===== src/adc_seq_defines.svh =====
// offsets, field positions and cycle counts of the converter sequencer
// assumes: included by bare name from the design files
`ifndef ADC_SEQ_DEFINES_SVH
`define ADC_SEQ_DEFINES_SVH

// register byte offsets, one 32-bit word each except RES_OFS, which starts eight result words
`define CTRL_OFS 6'h00
`define STAT_OFS 6'h04
`define RES_OFS 6'h20

// control register fields
`define CTRL_START 0
`define CTRL_EXT_TRIG 1
`define CTRL_RES10 2
`define CTRL_SH 3
`define CTRL_FREQ_LO 4
`define CTRL_FREQ_HI 5
`define CTRL_CHAN_LSB 6
`define CTRL_CHAN_MSB 8
`define CTRL_ROUTE_LSB 9
`define CTRL_ROUTE_MSB 10
`define CTRL_VREF 11
`define CTRL_W 12
`define CTRL_RESET 12'h000

// status register fields
`define STAT_BUSY 0
`define STAT_IRQ 1
`define STAT_TRIG 2

// timing in operation-clock cycles
`define SH_CYC_10 6'd33
`define SH_CYC_8 6'd28
`define NOSH_CYC_10 6'd59
`define NOSH_CYC_8 6'd49
`define SAMPLE_CYC 6'd3
`define STEP_LAST 2'd2
`define DIV4_LAST 2'd3
`define DIV2_LAST 2'd1
`define DIV1_LAST 2'd0

// successive-approximation layout
`define SAR_W 10
`define SAR_MSB 10'h200
`define CHAN_N 8

`endif


===== src/adc_seq_pkg.sv =====
// types shared by the converter sequencer and its result memory
// assumes: compiled before every design module
package adc_seq_pkg;

  typedef enum logic {ST_IDLE, ST_CONV} conv_state_t;

  typedef enum logic [1:0] {BUS_IDLE, BUS_WAIT, BUS_ACK} bus_phase_t;

  // control field value that picks the converter input
  typedef enum logic [1:0]
  {
    ROUTE_STD,
    ROUTE_EXPANDED_IO_PIN_0,
    ROUTE_EXPANDED_INPUT_PIN_1,
    ROUTE_OPAMP
  } input_route_t;

endpackage : adc_seq_pkg


===== src/adc_result_mem.sv =====
// eight conversion result words, one per standard channel
// assumes: single clock, read data registered, one write port
`include "adc_seq_defines.svh"

module adc_result_mem import adc_seq_pkg::*;
(
  input wire logic core_clk_i,
  input wire logic reset_n_i,
  input wire logic we_i,
  input wire logic [2:0] waddr_i,
  input wire logic [`SAR_W-1:0] wdata_i,
  input wire logic [2:0] raddr_i,
  output logic [`SAR_W-1:0] rdata_o
);

  logic [`SAR_W-1:0] words [`CHAN_N];

  // cleared at reset so a read before the first conversion gives zero
  always_ff @(posedge core_clk_i or negedge reset_n_i)
  begin
    if (!reset_n_i)
    begin
      for (int i = 0; i < `CHAN_N; i++)
      begin
        words[i] <= '0;
      end
      rdata_o <= '0;
    end
    else
    begin
      if (we_i)
      begin
        words[waddr_i] <= wdata_i;
      end
      rdata_o <= words[raddr_i];
    end
  end

endmodule : adc_result_mem


===== src/adc_seq_oneshot.sv =====
// one-shot sequencer of an eight-channel successive-approximation converter
// assumes: avalon-mm master on core_clk_i; comparator and trigger are async pins
//
// Chosen here: the Avalon-MM slave port and the address map.
`include "adc_seq_defines.svh"

// Notes on behaviour
// - freq bits 00 divide by four, 01 by two, 1x undivided
// - a channel needs at least 28 (8-bit) or 33 (10-bit) cycles
// - without sample-and-hold a conversion takes 59 (10-bit) or 49 (8-bit) cycles
// - with sample-and-hold the input is sampled the first 3 cycles
// - 8-bit mode resolves only the upper 8 of 10 approximation bits
// - codes span 0..1023 or 0..255 with half-step offset
// - conversions start from the software flag or the external trigger pin
// - op-amp mode drives channel out expanded pin 0, converts expanded pin 1
// - expanded-input mode converts one expanded pin instead of the channels
// - exactly one of eight standard channels is selected
// - software trigger: writing start flag 1 starts one conversion
// - on completion: store result, set request bit, clear start flag, halt
// - external trigger: falling pin edge with start flag 1 starts
// - external completion stores, requests, then waits for the next edge
// - an edge during conversion aborts it and restarts from the beginning
// - with sample-and-hold: 33 cycles at 10-bit, 28 at 8-bit
// - the source clock equals the main clock
module adc_seq_oneshot import adc_seq_pkg::*;
(
  input wire logic core_clk_i,
  input wire logic reset_n_i,
  input wire logic [5:0] avs_address_i,
  input wire logic avs_read_i,
  input wire logic avs_write_i,
  input wire logic [31:0] avs_writedata_i,
  input wire logic [3:0] avs_byteenable_i,
  output logic [31:0] avs_readdata_o,
  output logic avs_waitrequest_o,
  input wire logic ext_start_trigger_pin_i,
  input wire logic comparator_i,
  output logic sample_o,
  output logic [`SAR_W-1:0] dac_code_o,
  output logic [2:0] channel_sel_o,
  output logic [1:0] input_route_o,
  output logic chan_to_expanded_io_pin_0_o,
  output logic vref_connect_o,
  output logic irq_request_o,
  output logic busy_o
);

  function automatic logic [5:0] conv_total(input logic sh, input logic res10);
    if (sh)
    begin
      conv_total = res10 ? `SH_CYC_10 : `SH_CYC_8;
    end
    else
    begin
      conv_total = res10 ? `NOSH_CYC_10 : `NOSH_CYC_8;
    end
  endfunction : conv_total

  function automatic logic [31:0] lane_merge(input logic [31:0] old, input logic [31:0] wd,
                                             input logic [3:0] be);
    for (int i = 0; i < 4; i++)
    begin
      lane_merge[i*8 +: 8] = be[i] ? wd[i*8 +: 8] : old[i*8 +: 8];
    end
  endfunction : lane_merge

  // synchronisers; first stages feed only second stages
  logic trig_s1;
  logic trig_s2;
  logic trig_prev;
  logic cmp_s1;
  logic cmp_s2;

  bus_phase_t bus;
  bus_phase_t next_bus;
  logic [31:0] next_readdata;
  logic next_waitrequest;
  logic [31:0] read_mux;
  logic [`SAR_W-1:0] mem_rdata;

  logic [`CTRL_W-1:0] ctrl;
  logic [`CTRL_W-1:0] next_ctrl;
  logic [`CTRL_W-1:0] new_ctrl;
  logic [31:0] merged_ctrl;
  logic next_irq;
  conv_state_t state;
  conv_state_t next_state;
  logic [5:0] cyc;
  logic [5:0] next_cyc;
  logic [1:0] sub;
  logic [1:0] next_sub;
  logic [`SAR_W-1:0] sar;
  logic [`SAR_W-1:0] next_sar;
  logic [`SAR_W-1:0] mask;
  logic [`SAR_W-1:0] next_mask;
  logic [1:0] div_cnt;
  logic [1:0] next_div;
  logic [1:0] div_last;

  logic bus_wr;
  logic ctrl_wr;
  logic stat_wr;
  logic phi_tick;
  logic trig_fall;
  logic bits_done;
  logic sw_go;
  logic ext_go;
  logic done;
  logic mem_we;
  logic [2:0] mem_waddr;
  logic [`SAR_W-1:0] mem_wdata;
  logic [5:0] total;
  input_route_t route;

  adc_result_mem u_results
  (
    .core_clk_i(core_clk_i),
    .reset_n_i(reset_n_i),
    .we_i(mem_we),
    .waddr_i(mem_waddr),
    .wdata_i(mem_wdata),
    .raddr_i(avs_address_i[4:2]),
    .rdata_o(mem_rdata)
  );

  // ---------------- register bus ----------------
  // every access answers on the third edge; unmapped reads give zero
  assign bus_wr = (bus == BUS_ACK) && avs_write_i;
  assign ctrl_wr = bus_wr && (avs_address_i == `CTRL_OFS);
  assign stat_wr = bus_wr && (avs_address_i == `STAT_OFS);
  assign merged_ctrl = lane_merge({20'h00000, ctrl}, avs_writedata_i, avs_byteenable_i);
  assign new_ctrl = merged_ctrl[`CTRL_W-1:0];

  always_comb
  begin
    read_mux = 32'h00000000;
    if (avs_address_i == `CTRL_OFS)
    begin
      read_mux = {20'h00000, ctrl};
    end
    else if (avs_address_i == `STAT_OFS)
    begin
      read_mux[`STAT_BUSY] = (state == ST_CONV);
      read_mux[`STAT_IRQ] = irq_request_o;
      read_mux[`STAT_TRIG] = trig_s2;
    end
    else if (avs_address_i[5] && avs_address_i[1:0] == 2'b00)
    begin
      read_mux = {22'h000000, mem_rdata};
    end
  end

  always_comb
  begin
    next_bus = bus;
    next_readdata = avs_readdata_o;
    unique case (bus)
      BUS_IDLE:
      begin
        if (avs_read_i || avs_write_i)
        begin
          next_bus = BUS_WAIT;
        end
      end
      BUS_WAIT:
      begin
        next_bus = BUS_ACK;
        next_readdata = avs_read_i ? read_mux : 32'h00000000;
      end
      BUS_ACK:
      begin
        next_bus = BUS_IDLE;
      end
    endcase
    next_waitrequest = (next_bus != BUS_ACK);
  end

  // ---------------- conversion sequencer ----------------
  always_comb
  begin
    unique case ({ctrl[`CTRL_FREQ_HI], ctrl[`CTRL_FREQ_LO]})
      2'b00: div_last = `DIV4_LAST;
      2'b01: div_last = `DIV2_LAST;
      default: div_last = `DIV1_LAST;
    endcase
  end

  // source clock is the core clock itself
  assign phi_tick = (div_cnt == div_last);
  assign trig_fall = trig_prev && !trig_s2;
  assign total = conv_total(ctrl[`CTRL_SH], ctrl[`CTRL_RES10]);
  // 8-bit mode stops once the trial mask has left the upper eight bits
  assign bits_done = ctrl[`CTRL_RES10] ? (mask == '0) : (mask[9:2] == 8'h00);
  assign route = input_route_t'(ctrl[`CTRL_ROUTE_MSB:`CTRL_ROUTE_LSB]);
  assign sw_go = ctrl_wr && new_ctrl[`CTRL_START] && !new_ctrl[`CTRL_EXT_TRIG]
                 && (state == ST_IDLE);
  assign ext_go = ctrl[`CTRL_EXT_TRIG] && ctrl[`CTRL_START] && trig_fall;

  always_comb
  begin
    next_ctrl = ctrl;
    next_irq = irq_request_o;
    next_state = state;
    next_cyc = cyc;
    next_sub = sub;
    next_sar = sar;
    next_mask = mask;
    next_div = phi_tick ? 2'd0 : 2'(div_cnt + 2'd1);
    done = 1'b0;
    mem_we = 1'b0;
    mem_wdata = '0;
    unique case (route)
      ROUTE_EXPANDED_IO_PIN_0: mem_waddr = 3'd0;
      ROUTE_EXPANDED_INPUT_PIN_1: mem_waddr = 3'd1;
      default: mem_waddr = ctrl[`CTRL_CHAN_MSB:`CTRL_CHAN_LSB];
    endcase
    if (ctrl_wr)
    begin
      next_ctrl = new_ctrl;
    end
    if (stat_wr && avs_byteenable_i[0] && avs_writedata_i[`STAT_IRQ])
    begin
      next_irq = 1'b0;
    end
    if (state == ST_CONV && phi_tick)
    begin
      next_cyc = 6'(cyc + 6'd1);
      if (cyc >= `SAMPLE_CYC && !bits_done)
      begin
        next_sub = (sub == `STEP_LAST) ? 2'd0 : 2'(sub + 2'd1);
        if (sub == `STEP_LAST)
        begin
          // decide current bit, then offer the next lower one
          next_sar = cmp_s2 ? sar : (sar & ~mask);
          next_mask = mask >> 1;
          if (ctrl[`CTRL_RES10] || next_mask[9:2] != 8'h00)
          begin
            next_sar = next_sar | next_mask;
          end
        end
      end
      if (cyc == 6'(total - 6'd1))
      begin
        done = 1'b1;
        mem_we = 1'b1;
        mem_wdata = ctrl[`CTRL_RES10] ? next_sar : {2'b00, next_sar[9:2]};
        next_state = ST_IDLE;
        next_irq = 1'b1;
        // a start written in the same cycle is kept
        if (!ctrl[`CTRL_EXT_TRIG] && !ctrl_wr)
        begin
          next_ctrl[`CTRL_START] = 1'b0;
        end
      end
    end
    if (ctrl_wr && !new_ctrl[`CTRL_START])
    begin
      next_state = ST_IDLE;
    end
    if (sw_go || ext_go)
    begin
      next_state = ST_CONV;
      next_cyc = 6'd0;
      next_sub = 2'd0;
      next_sar = `SAR_MSB;
      next_mask = `SAR_MSB;
      next_div = 2'd0;
    end
  end

  always_ff @(posedge core_clk_i or negedge reset_n_i)
  begin
    if (!reset_n_i)
    begin
      trig_s1 <= 1'b1;
      trig_s2 <= 1'b1;
      trig_prev <= 1'b1;
      cmp_s1 <= 1'b0;
      cmp_s2 <= 1'b0;
      bus <= BUS_IDLE;
      avs_readdata_o <= 32'h00000000;
      avs_waitrequest_o <= 1'b1;
      ctrl <= `CTRL_RESET;
      irq_request_o <= 1'b0;
      state <= ST_IDLE;
      cyc <= 6'd0;
      sub <= 2'd0;
      sar <= '0;
      mask <= '0;
      div_cnt <= 2'd0;
      sample_o <= 1'b0;
      dac_code_o <= '0;
      channel_sel_o <= 3'd0;
      input_route_o <= 2'd0;
      chan_to_expanded_io_pin_0_o <= 1'b0;
      vref_connect_o <= 1'b0;
      busy_o <= 1'b0;
    end
    else
    begin
      trig_s1 <= ext_start_trigger_pin_i;
      trig_s2 <= trig_s1;
      trig_prev <= trig_s2;
      cmp_s1 <= comparator_i;
      cmp_s2 <= cmp_s1;
      bus <= next_bus;
      avs_readdata_o <= next_readdata;
      avs_waitrequest_o <= next_waitrequest;
      ctrl <= next_ctrl;
      irq_request_o <= next_irq;
      state <= next_state;
      cyc <= next_cyc;
      sub <= next_sub;
      sar <= next_sar;
      mask <= next_mask;
      div_cnt <= next_div;
      // without hold the switch stays closed for the whole conversion
      sample_o <= (next_state == ST_CONV)
                  && (next_cyc < `SAMPLE_CYC || !next_ctrl[`CTRL_SH]);
      dac_code_o <= next_sar;
      channel_sel_o <= next_ctrl[`CTRL_CHAN_MSB:`CTRL_CHAN_LSB];
      // op-amp mode converts the amplified voltage back on expanded pin 1
      input_route_o <= (next_ctrl[`CTRL_ROUTE_MSB:`CTRL_ROUTE_LSB] == ROUTE_OPAMP)
                       ? ROUTE_EXPANDED_INPUT_PIN_1
                       : next_ctrl[`CTRL_ROUTE_MSB:`CTRL_ROUTE_LSB];
      chan_to_expanded_io_pin_0_o <= (next_ctrl[`CTRL_ROUTE_MSB:`CTRL_ROUTE_LSB]
                                      == ROUTE_OPAMP);
      vref_connect_o <= next_ctrl[`CTRL_VREF];
      busy_o <= (next_state == ST_CONV);
    end
  end

  // ---------------- checks ----------------
  logic [7:0] clk_cnt;

  always_ff @(posedge core_clk_i or negedge reset_n_i)
  begin
    if (!reset_n_i)
    begin
      clk_cnt <= 8'd0;
    end
    else
    begin
      clk_cnt <= (sw_go || ext_go) ? 8'd0 : 8'(clk_cnt + 8'd1);
    end
  end
endmodule : adc_seq_oneshot


===== config.mk =====
export PLATFORM = sky130hd
export DESIGN_NAME = adc_seq_oneshot
export DESIGN_NICKNAME = d
export VERILOG_FILES = /design/src/adc_seq_pkg.sv /design/src/adc_result_mem.sv /design/src/adc_seq_oneshot.sv
export VERILOG_INCLUDE_DIRS = /design/src /design/src/src
export SDC_FILE = /design/constraint.sdc
export NUM_CORES = 1
export LEC_CHECK = 0
export ABC_AREA = 1
export CORE_MARGIN = 2
export CORE_UTILIZATION = 50
export DETAILED_ROUTE_END_ITERATION = 7
export DONT_BUFFER_PORTS = 1
export PLACE_DENSITY = 0.65
export SETUP_SLACK_MARGIN = 0.1
export SYNTH_ARGS = -nofsm -noshare
export SYNTH_HDL_FRONTEND = slang
export SYNTH_HIERARCHICAL = 1
export SYNTH_SLANG_ARGS = --single-unit

===== constraint.sdc =====
create_clock -name core_clk_i -period 4 [get_ports core_clk_i]
set_input_delay 0.6 -clock core_clk_i [delete_from_list [all_inputs] [get_ports core_clk_i]]
set_output_delay 0.6 -clock core_clk_i [all_outputs]
set_load 0.005 [all_outputs]

==> flow_metrics.tcl, run 1 <==
set metrics [dict create \
    final_cells 1220 \
    yosys_most_used_dff "dfrtp_1" \
    skew_ps 14.3 \
    clock-root-buffer "clkbuf_16" \
    yosysTopAreaCell "dfrtp_1" \
    relSlewSlack_pct 38.2 \
    drtAntennaViolNets 0 \
    yosysSeqAreaShare_pct 48.8 \
    grt.overflow.total 0 \
    post-dp-hpwl_mm 11.6 \
    path_class "reg2reg" \
    dp_slack_ps 1070 \
    die_y_um 131 \
    drive_above_1_share_pct 8.76 \
    grt_max_degree 159 \
    setup_ws_ps 1100 \
    rsz0062_at_grt "no" \
    portBuffers 0 \
    synth-warning-count 6 \
    placed_cells 1188 \
    cp-end-kind "flip-flop" \
    wl_per_cell_um 14.8 \
    htreeDepth 4 \
    antenna_found_initial 0 \
    violations "hold timing" \
    syn_inst 1011 \
    post_cts_resize_count 0 \
    grt_usage_pct 21.7 \
    fin_crit_ps 2900 \
    fillers 1553 \
    irDropWorstVdd_v 0.000300 \
    syn_area_mm2 0.00811 \
    hold_viol 154 \
    path_max_fanout 20 \
    clk_pin_slew_ps 60 \
    synthTopCellsByArea "dfrtp_1 (48%), nand2_1 (14%), inv_1 (7.4%), nand3_1 (4.5%), o21ai_0 (3.6%)" \
    whs_ps -135 \
    ys_types 43 \
    clock.fmax_ghz 0.344 \
    grt_pass1_vias 5820 \
    tns_ps 0 \
    dr.pass1.iters 5 \
    synth-edff-count 0 \
    slew_viol_final 0 \
    worstSkewPairLatency_ps 430 \
    post-synth-top-area-fraction_pct 47.5 \
    area_growth_syn_to_layout_pct 6.31 \
    dieArea_mm2 0.0173 \
    antenna_cells 0 \
    initial_core_util_pct 51.1 \
    ios 101 \
    maxCapViolCount 0 \
    start_kind "flip-flop" \
    rows 46 \
    cp.required_ps 4280 \
    yosysMostFrequentCell "nand2_1" \
    coreArea_mm2 0.0159 \
    setup_viol 0 \
    synth-async-reset-ratio_pct 100 \
    hp-class "in2async" \
    leakage_uw 0.00420 \
    grt_pass1_wl_mm 29.9 \
    postSynthAreaPerCell_um2 8.02 \
    dr.first_iter.drc_count 431 \
    worstMarginPinSlew_ps 924 \
    via_count 6200 \
    final_nets 1047 \
    worstPathArrival_ps 3180 \
    gp_congestion 0.843 \
    via_per_inst 5.08 \
    cts_buffers 17 \
    run_status "finished with violations" \
    die_w_um 131 \
    synthTopCellsByCount "nand2_1 (293), inv_1 (160), dfrtp_1 (154)" \
    ys_seq_elements 158 \
    route.detailed.drc 0 \
    cts_tree "done" \
    fin_crit_sh_pct 72.6 \
    drt_wl_total_mm 18.0 \
    power_density_mw_per_mm2 548 \
    clk_path_buf_depth 2 \
    cts_sinks 158 \
]
## layout by cell type (no fill, tap or decap), drive strengths merged, types with 3 or more instances in the layout
master,count
xor2,3
a21oi,15
mux2,7
buf,3
o21ai,131
conb,20
nand4,8
dfstp,4
inv,165
a32oi,5
nor2,44
o22ai,19
nand3,76
clkinv,5
nand2,298
clkbuf,26
ha,8
dfrtp,154
## path summary, 6_finish.rpt
path                                          from  slack (ps)  depth (start not counted)                  end
setup / recovery                           ctrl[2]        1100                         11  u_results/words[16]
hold / removal                           reset_n_i        -130                          0               sub[0]
setup reg to reg                           ctrl[2]        1100                         11  u_results/words[16]
hold reg to reg                             cmp_s1         360                          0               cmp_s2
max in group asynchronous                reset_n_i        3890                          0  u_results/words[53]
min in group core_clk_i    ext_start_trigger_pin_i         180                          0              trig_s1
## worst max-delay path, cell delays in order, from the launching register on
cell and delay [ps]:
dfrtp_1 450, inv_1 160, ha_1 340, nand3b_1 160
a21oi_1 130, o211ai_1 140, nor2_4 230, inv_1 90
nor2_2 150, nand3_1 600, nand2_1 220, o21ai_1 80
## where the power goes
group / switching, uW / internal (uW)
sequential: 180 / 1790
combinational: 857 / 370
clock: 620 / 904
total: 1660 / 3070
## metrics by stage
step | total power, uW | hold WS [ps] | utilization, % | instance area, um^2
floorplan | 2940 | 304 | - | 8180
global placement | 3200 | 309 | 50.8 | 8070
detailed placement | 3220 | 311 | 50.8 | 8070
CTS | 4750 | -144 | 54.3 | 8620
global route | 5040 | -156 | 54.3 | 8620
finish | 4720 | -135 | 54.3 | 8620
## per-layer routing
layer,vias to the layer above,track usage (%),wire (um),part of all wire (%)
li1,3119,-,-,-
met1,2939,29.9,8760,49
met2,123,34.2,8220,46
met3,19,5.32,807,4.5
met4,0,6.34,222,1.2
met5,-,0,0,0
## sequential cells by signal (all words and copies together), names as in the netlist, 2 cells and up
name,count
avs_readdata_o,12
bus,2
channel_sel_o,2
ctrl,10
cyc,6
div_cnt,2
input_route_o,2
mask,10
sar,10
sub,2
u_results/rdata_o,10
u_results/words,80
## cell families (layout without fill, tap and decap cells)
group | after synthesis | after routing | share of synthesized area (%)
and+or+nand+nor | 429 | 429 | 23.0
buffers and inverters | 227 | 201 | 12.7
AOI/OAI and AO/OA | 176 | 176 | 12.7
DFF | 158 | 158 | 48.8
adders and majority gates | 8 | 8 | 1.23
muxes | 7 | 7 | 1.02
xor gates and xnor gates | 5 | 5 | 0.540
other | 1 | 20 | 0.0462
## what timing repair did
item,CTS,global route
buffers inserted,0,0
endpoints found under the hold margin,154,154
setup endpoints to repair,0,0
## cell type report
cell class,count,area (um^2),share of cell area [%]
Clock buffer,26,489,5.67
Clock inverter,6,61.3,0.711
Inverter,166,623,7.23
Multi-Input combinational cell,645,3200,37.1
Sequential cell,158,3960,45.9
Tap cell,216,270,3.13
Timing Repair Buffer,3,22.5,0.261
Note: power is estimated with default switching activity, not from simulation.
==> run 2, diff against run 1 <==
- clock period: 4 -> 2.8 ns (I/O delays scaled with it)
==> run 2 against run 1 <==
The flow still finishes with violations (hold timing). Wire length increased by 3.5%. Global-route usage increased by 0.88 points. Worst setup slack got worse by 770 ps. Final cell count increased by 0.98%.
==> flow_metrics.tcl, run 2 (synthesized netlist as in run 1, its figures left out) <==
set metrics [dict create \
    hp-class "in2async" \
    tns_ps 0 \
    path_max_fanout 16 \
    fin_crit_sh_pct 88.4 \
    drt_wl_total_mm 18.6 \
    setup_viol 0 \
    cts_hold_buf 1 \
    power_density_mw_per_mm2 789 \
    portBuffers 0 \
    die_y_um 131 \
    die_w_um 131 \
    whs_ps -310 \
    cp-end-kind "flip-flop" \
    dp_slack_ps 321 \
    violations "hold timing" \
    dr.first_iter.drc_count 512 \
    run_status "finished with violations" \
    clock.fmax_ghz 0.404 \
    cts_buffers 17 \
    largestRegisters "u_results/words: 80 flops, avs_readdata_o: 12 flops" \
    wl_per_cell_um 15.1 \
    drtAntennaViolNets 0 \
    multiInputGateArea_mm2 0.00320 \
    place_area_mm2 0.00815 \
    layout.cells.most_common "nand2_1" \
    final_cell_mix "nand2_1 (293), inv_1 (160), dfrtp_1 (154)" \
    dr.pass1.iters 5 \
    route.detailed.drc 0 \
    largest_reg_flops 80 \
    worstPathArrival_ps 2770 \
    clk_path_buf_depth 2 \
    drive_above_1_share_pct 10.3 \
    rows 46 \
    leakage_uw 0.00427 \
    final_cells 1232 \
    clk_pin_slew_ps 60 \
    design_area_mm2 0.00875 \
    rsz0062_at_grt "yes" \
    dieArea_mm2 0.0173 \
    grt_pass1_vias 5939 \
    worstMarginPinSlew_ps 857 \
    cts_sinks 158 \
    seq_area_mm2 0.00396 \
    htreeDepth 4 \
    regMostFlops "u_results/words" \
    ios 101 \
    fin_crit_ps 2470 \
    path_class "reg2reg" \
    via_count 6331 \
    relSlewSlack_pct 42.8 \
    maxCapViolCount 0 \
    grt.overflow.total 0 \
    antenna_cells 0 \
    cp.required_ps 3090 \
    area_growth_syn_to_layout_pct 7.87 \
    grt_pass1_wl_mm 30.9 \
    gp_congestion 0.834 \
    final_nets 1059 \
    start_kind "flip-flop" \
    skew_ps 9.61 \
    antenna_found_initial 0 \
    setup_ws_ps 325 \
    cts_tree "done" \
    hold_viol 158 \
    post-dp-hpwl_mm 11.7 \
    irDropWorstVdd_v 0.000445 \
    initial_core_util_pct 51.1 \
    clock-root-buffer "clkbuf_16" \
    fillers 1522 \
    slew_viol_final 0 \
    grt_max_degree 159 \
    via_per_inst 5.14 \
    worstSkewPairLatency_ps 430 \
    grt_usage_pct 22.6 \
    coreArea_mm2 0.0159 \
    placed_cells 1199 \
]
[run 2: per-stage QoR]
step | power, uW | util (%)
global placement | 4570 | 51.3
floorplan | 4200 | -
global route | 7380 | 55.1
detailed placement | 4620 | 51.3
CTS | 6920 | 55.1
finish | 6900 | 55.1
[run 2: layout make-up]
class,count,area share [%]
Sequential cell,158,45.3
Multi-Input combinational cell,645,36.5
Inverter,166,7.12
Clock buffer,20,5.33
Tap cell,216,3.09
Clock inverter,12,1.34
Timing Repair Buffer,15,1.32
[run 2: final timing paths]
| check | from | endpoint | slack [ps] | cells after the start |
|---|---|---|---|---|
| max | cyc[0] | u_results/words[63] | 330 | 9 |
| min | reset_n_i | mask[3] | -310 | 0 |
| max reg2reg | cyc[0] | u_results/words[63] | 330 | 9 |
| min reg2reg | cmp_s1 | cmp_s2 | 360 | 0 |
| max in group asynchronous | reset_n_i | u_results/words[33] | 2790 | 0 |
| min in group core_clk_i | comparator_i | cmp_s1 | 20 | 0 |
[run 2: power by group]
part	total (uW)	internal, uW	switching (uW)
clock network	2290	1370	919
registers	2820	2560	255
logic	1800	539	1260
total	6900	4470	2430
[run 2: critical path: stages, from the launching register on]
cell and delay [ps]:
dfrtp_1 440, ha_1 270, nor2_1 120, nand4_1 100, nand2_1 110, inv_1 230, o21ai_0 480, o22ai_1 210
inv_1 250, o21ai_0 140
[run 2: timing repair]
| item | in CTS | in global routing |
|---|---|---|
| gates resized for setup | 0 | 1 |
| endpoints found under the hold margin | 159 | 158 |
| endpoints found under the setup margin | 0 | 7 |
| buffers inserted | 0 | 0 |
[run 2: layer usage]
| layer | share of wire (%) | up-vias | global-route usage (%) |
|---|---|---|---|
| met1 | 48 | 3010 | 32.2 |
| li1 | - | 3131 | - |
| met5 | 0 | - | 0 |
| met2 | 45 | 163 | 34.0 |
| met4 | 1.7 | 0 | 8.03 |
| met3 | 5.3 | 27 | 5.02 |
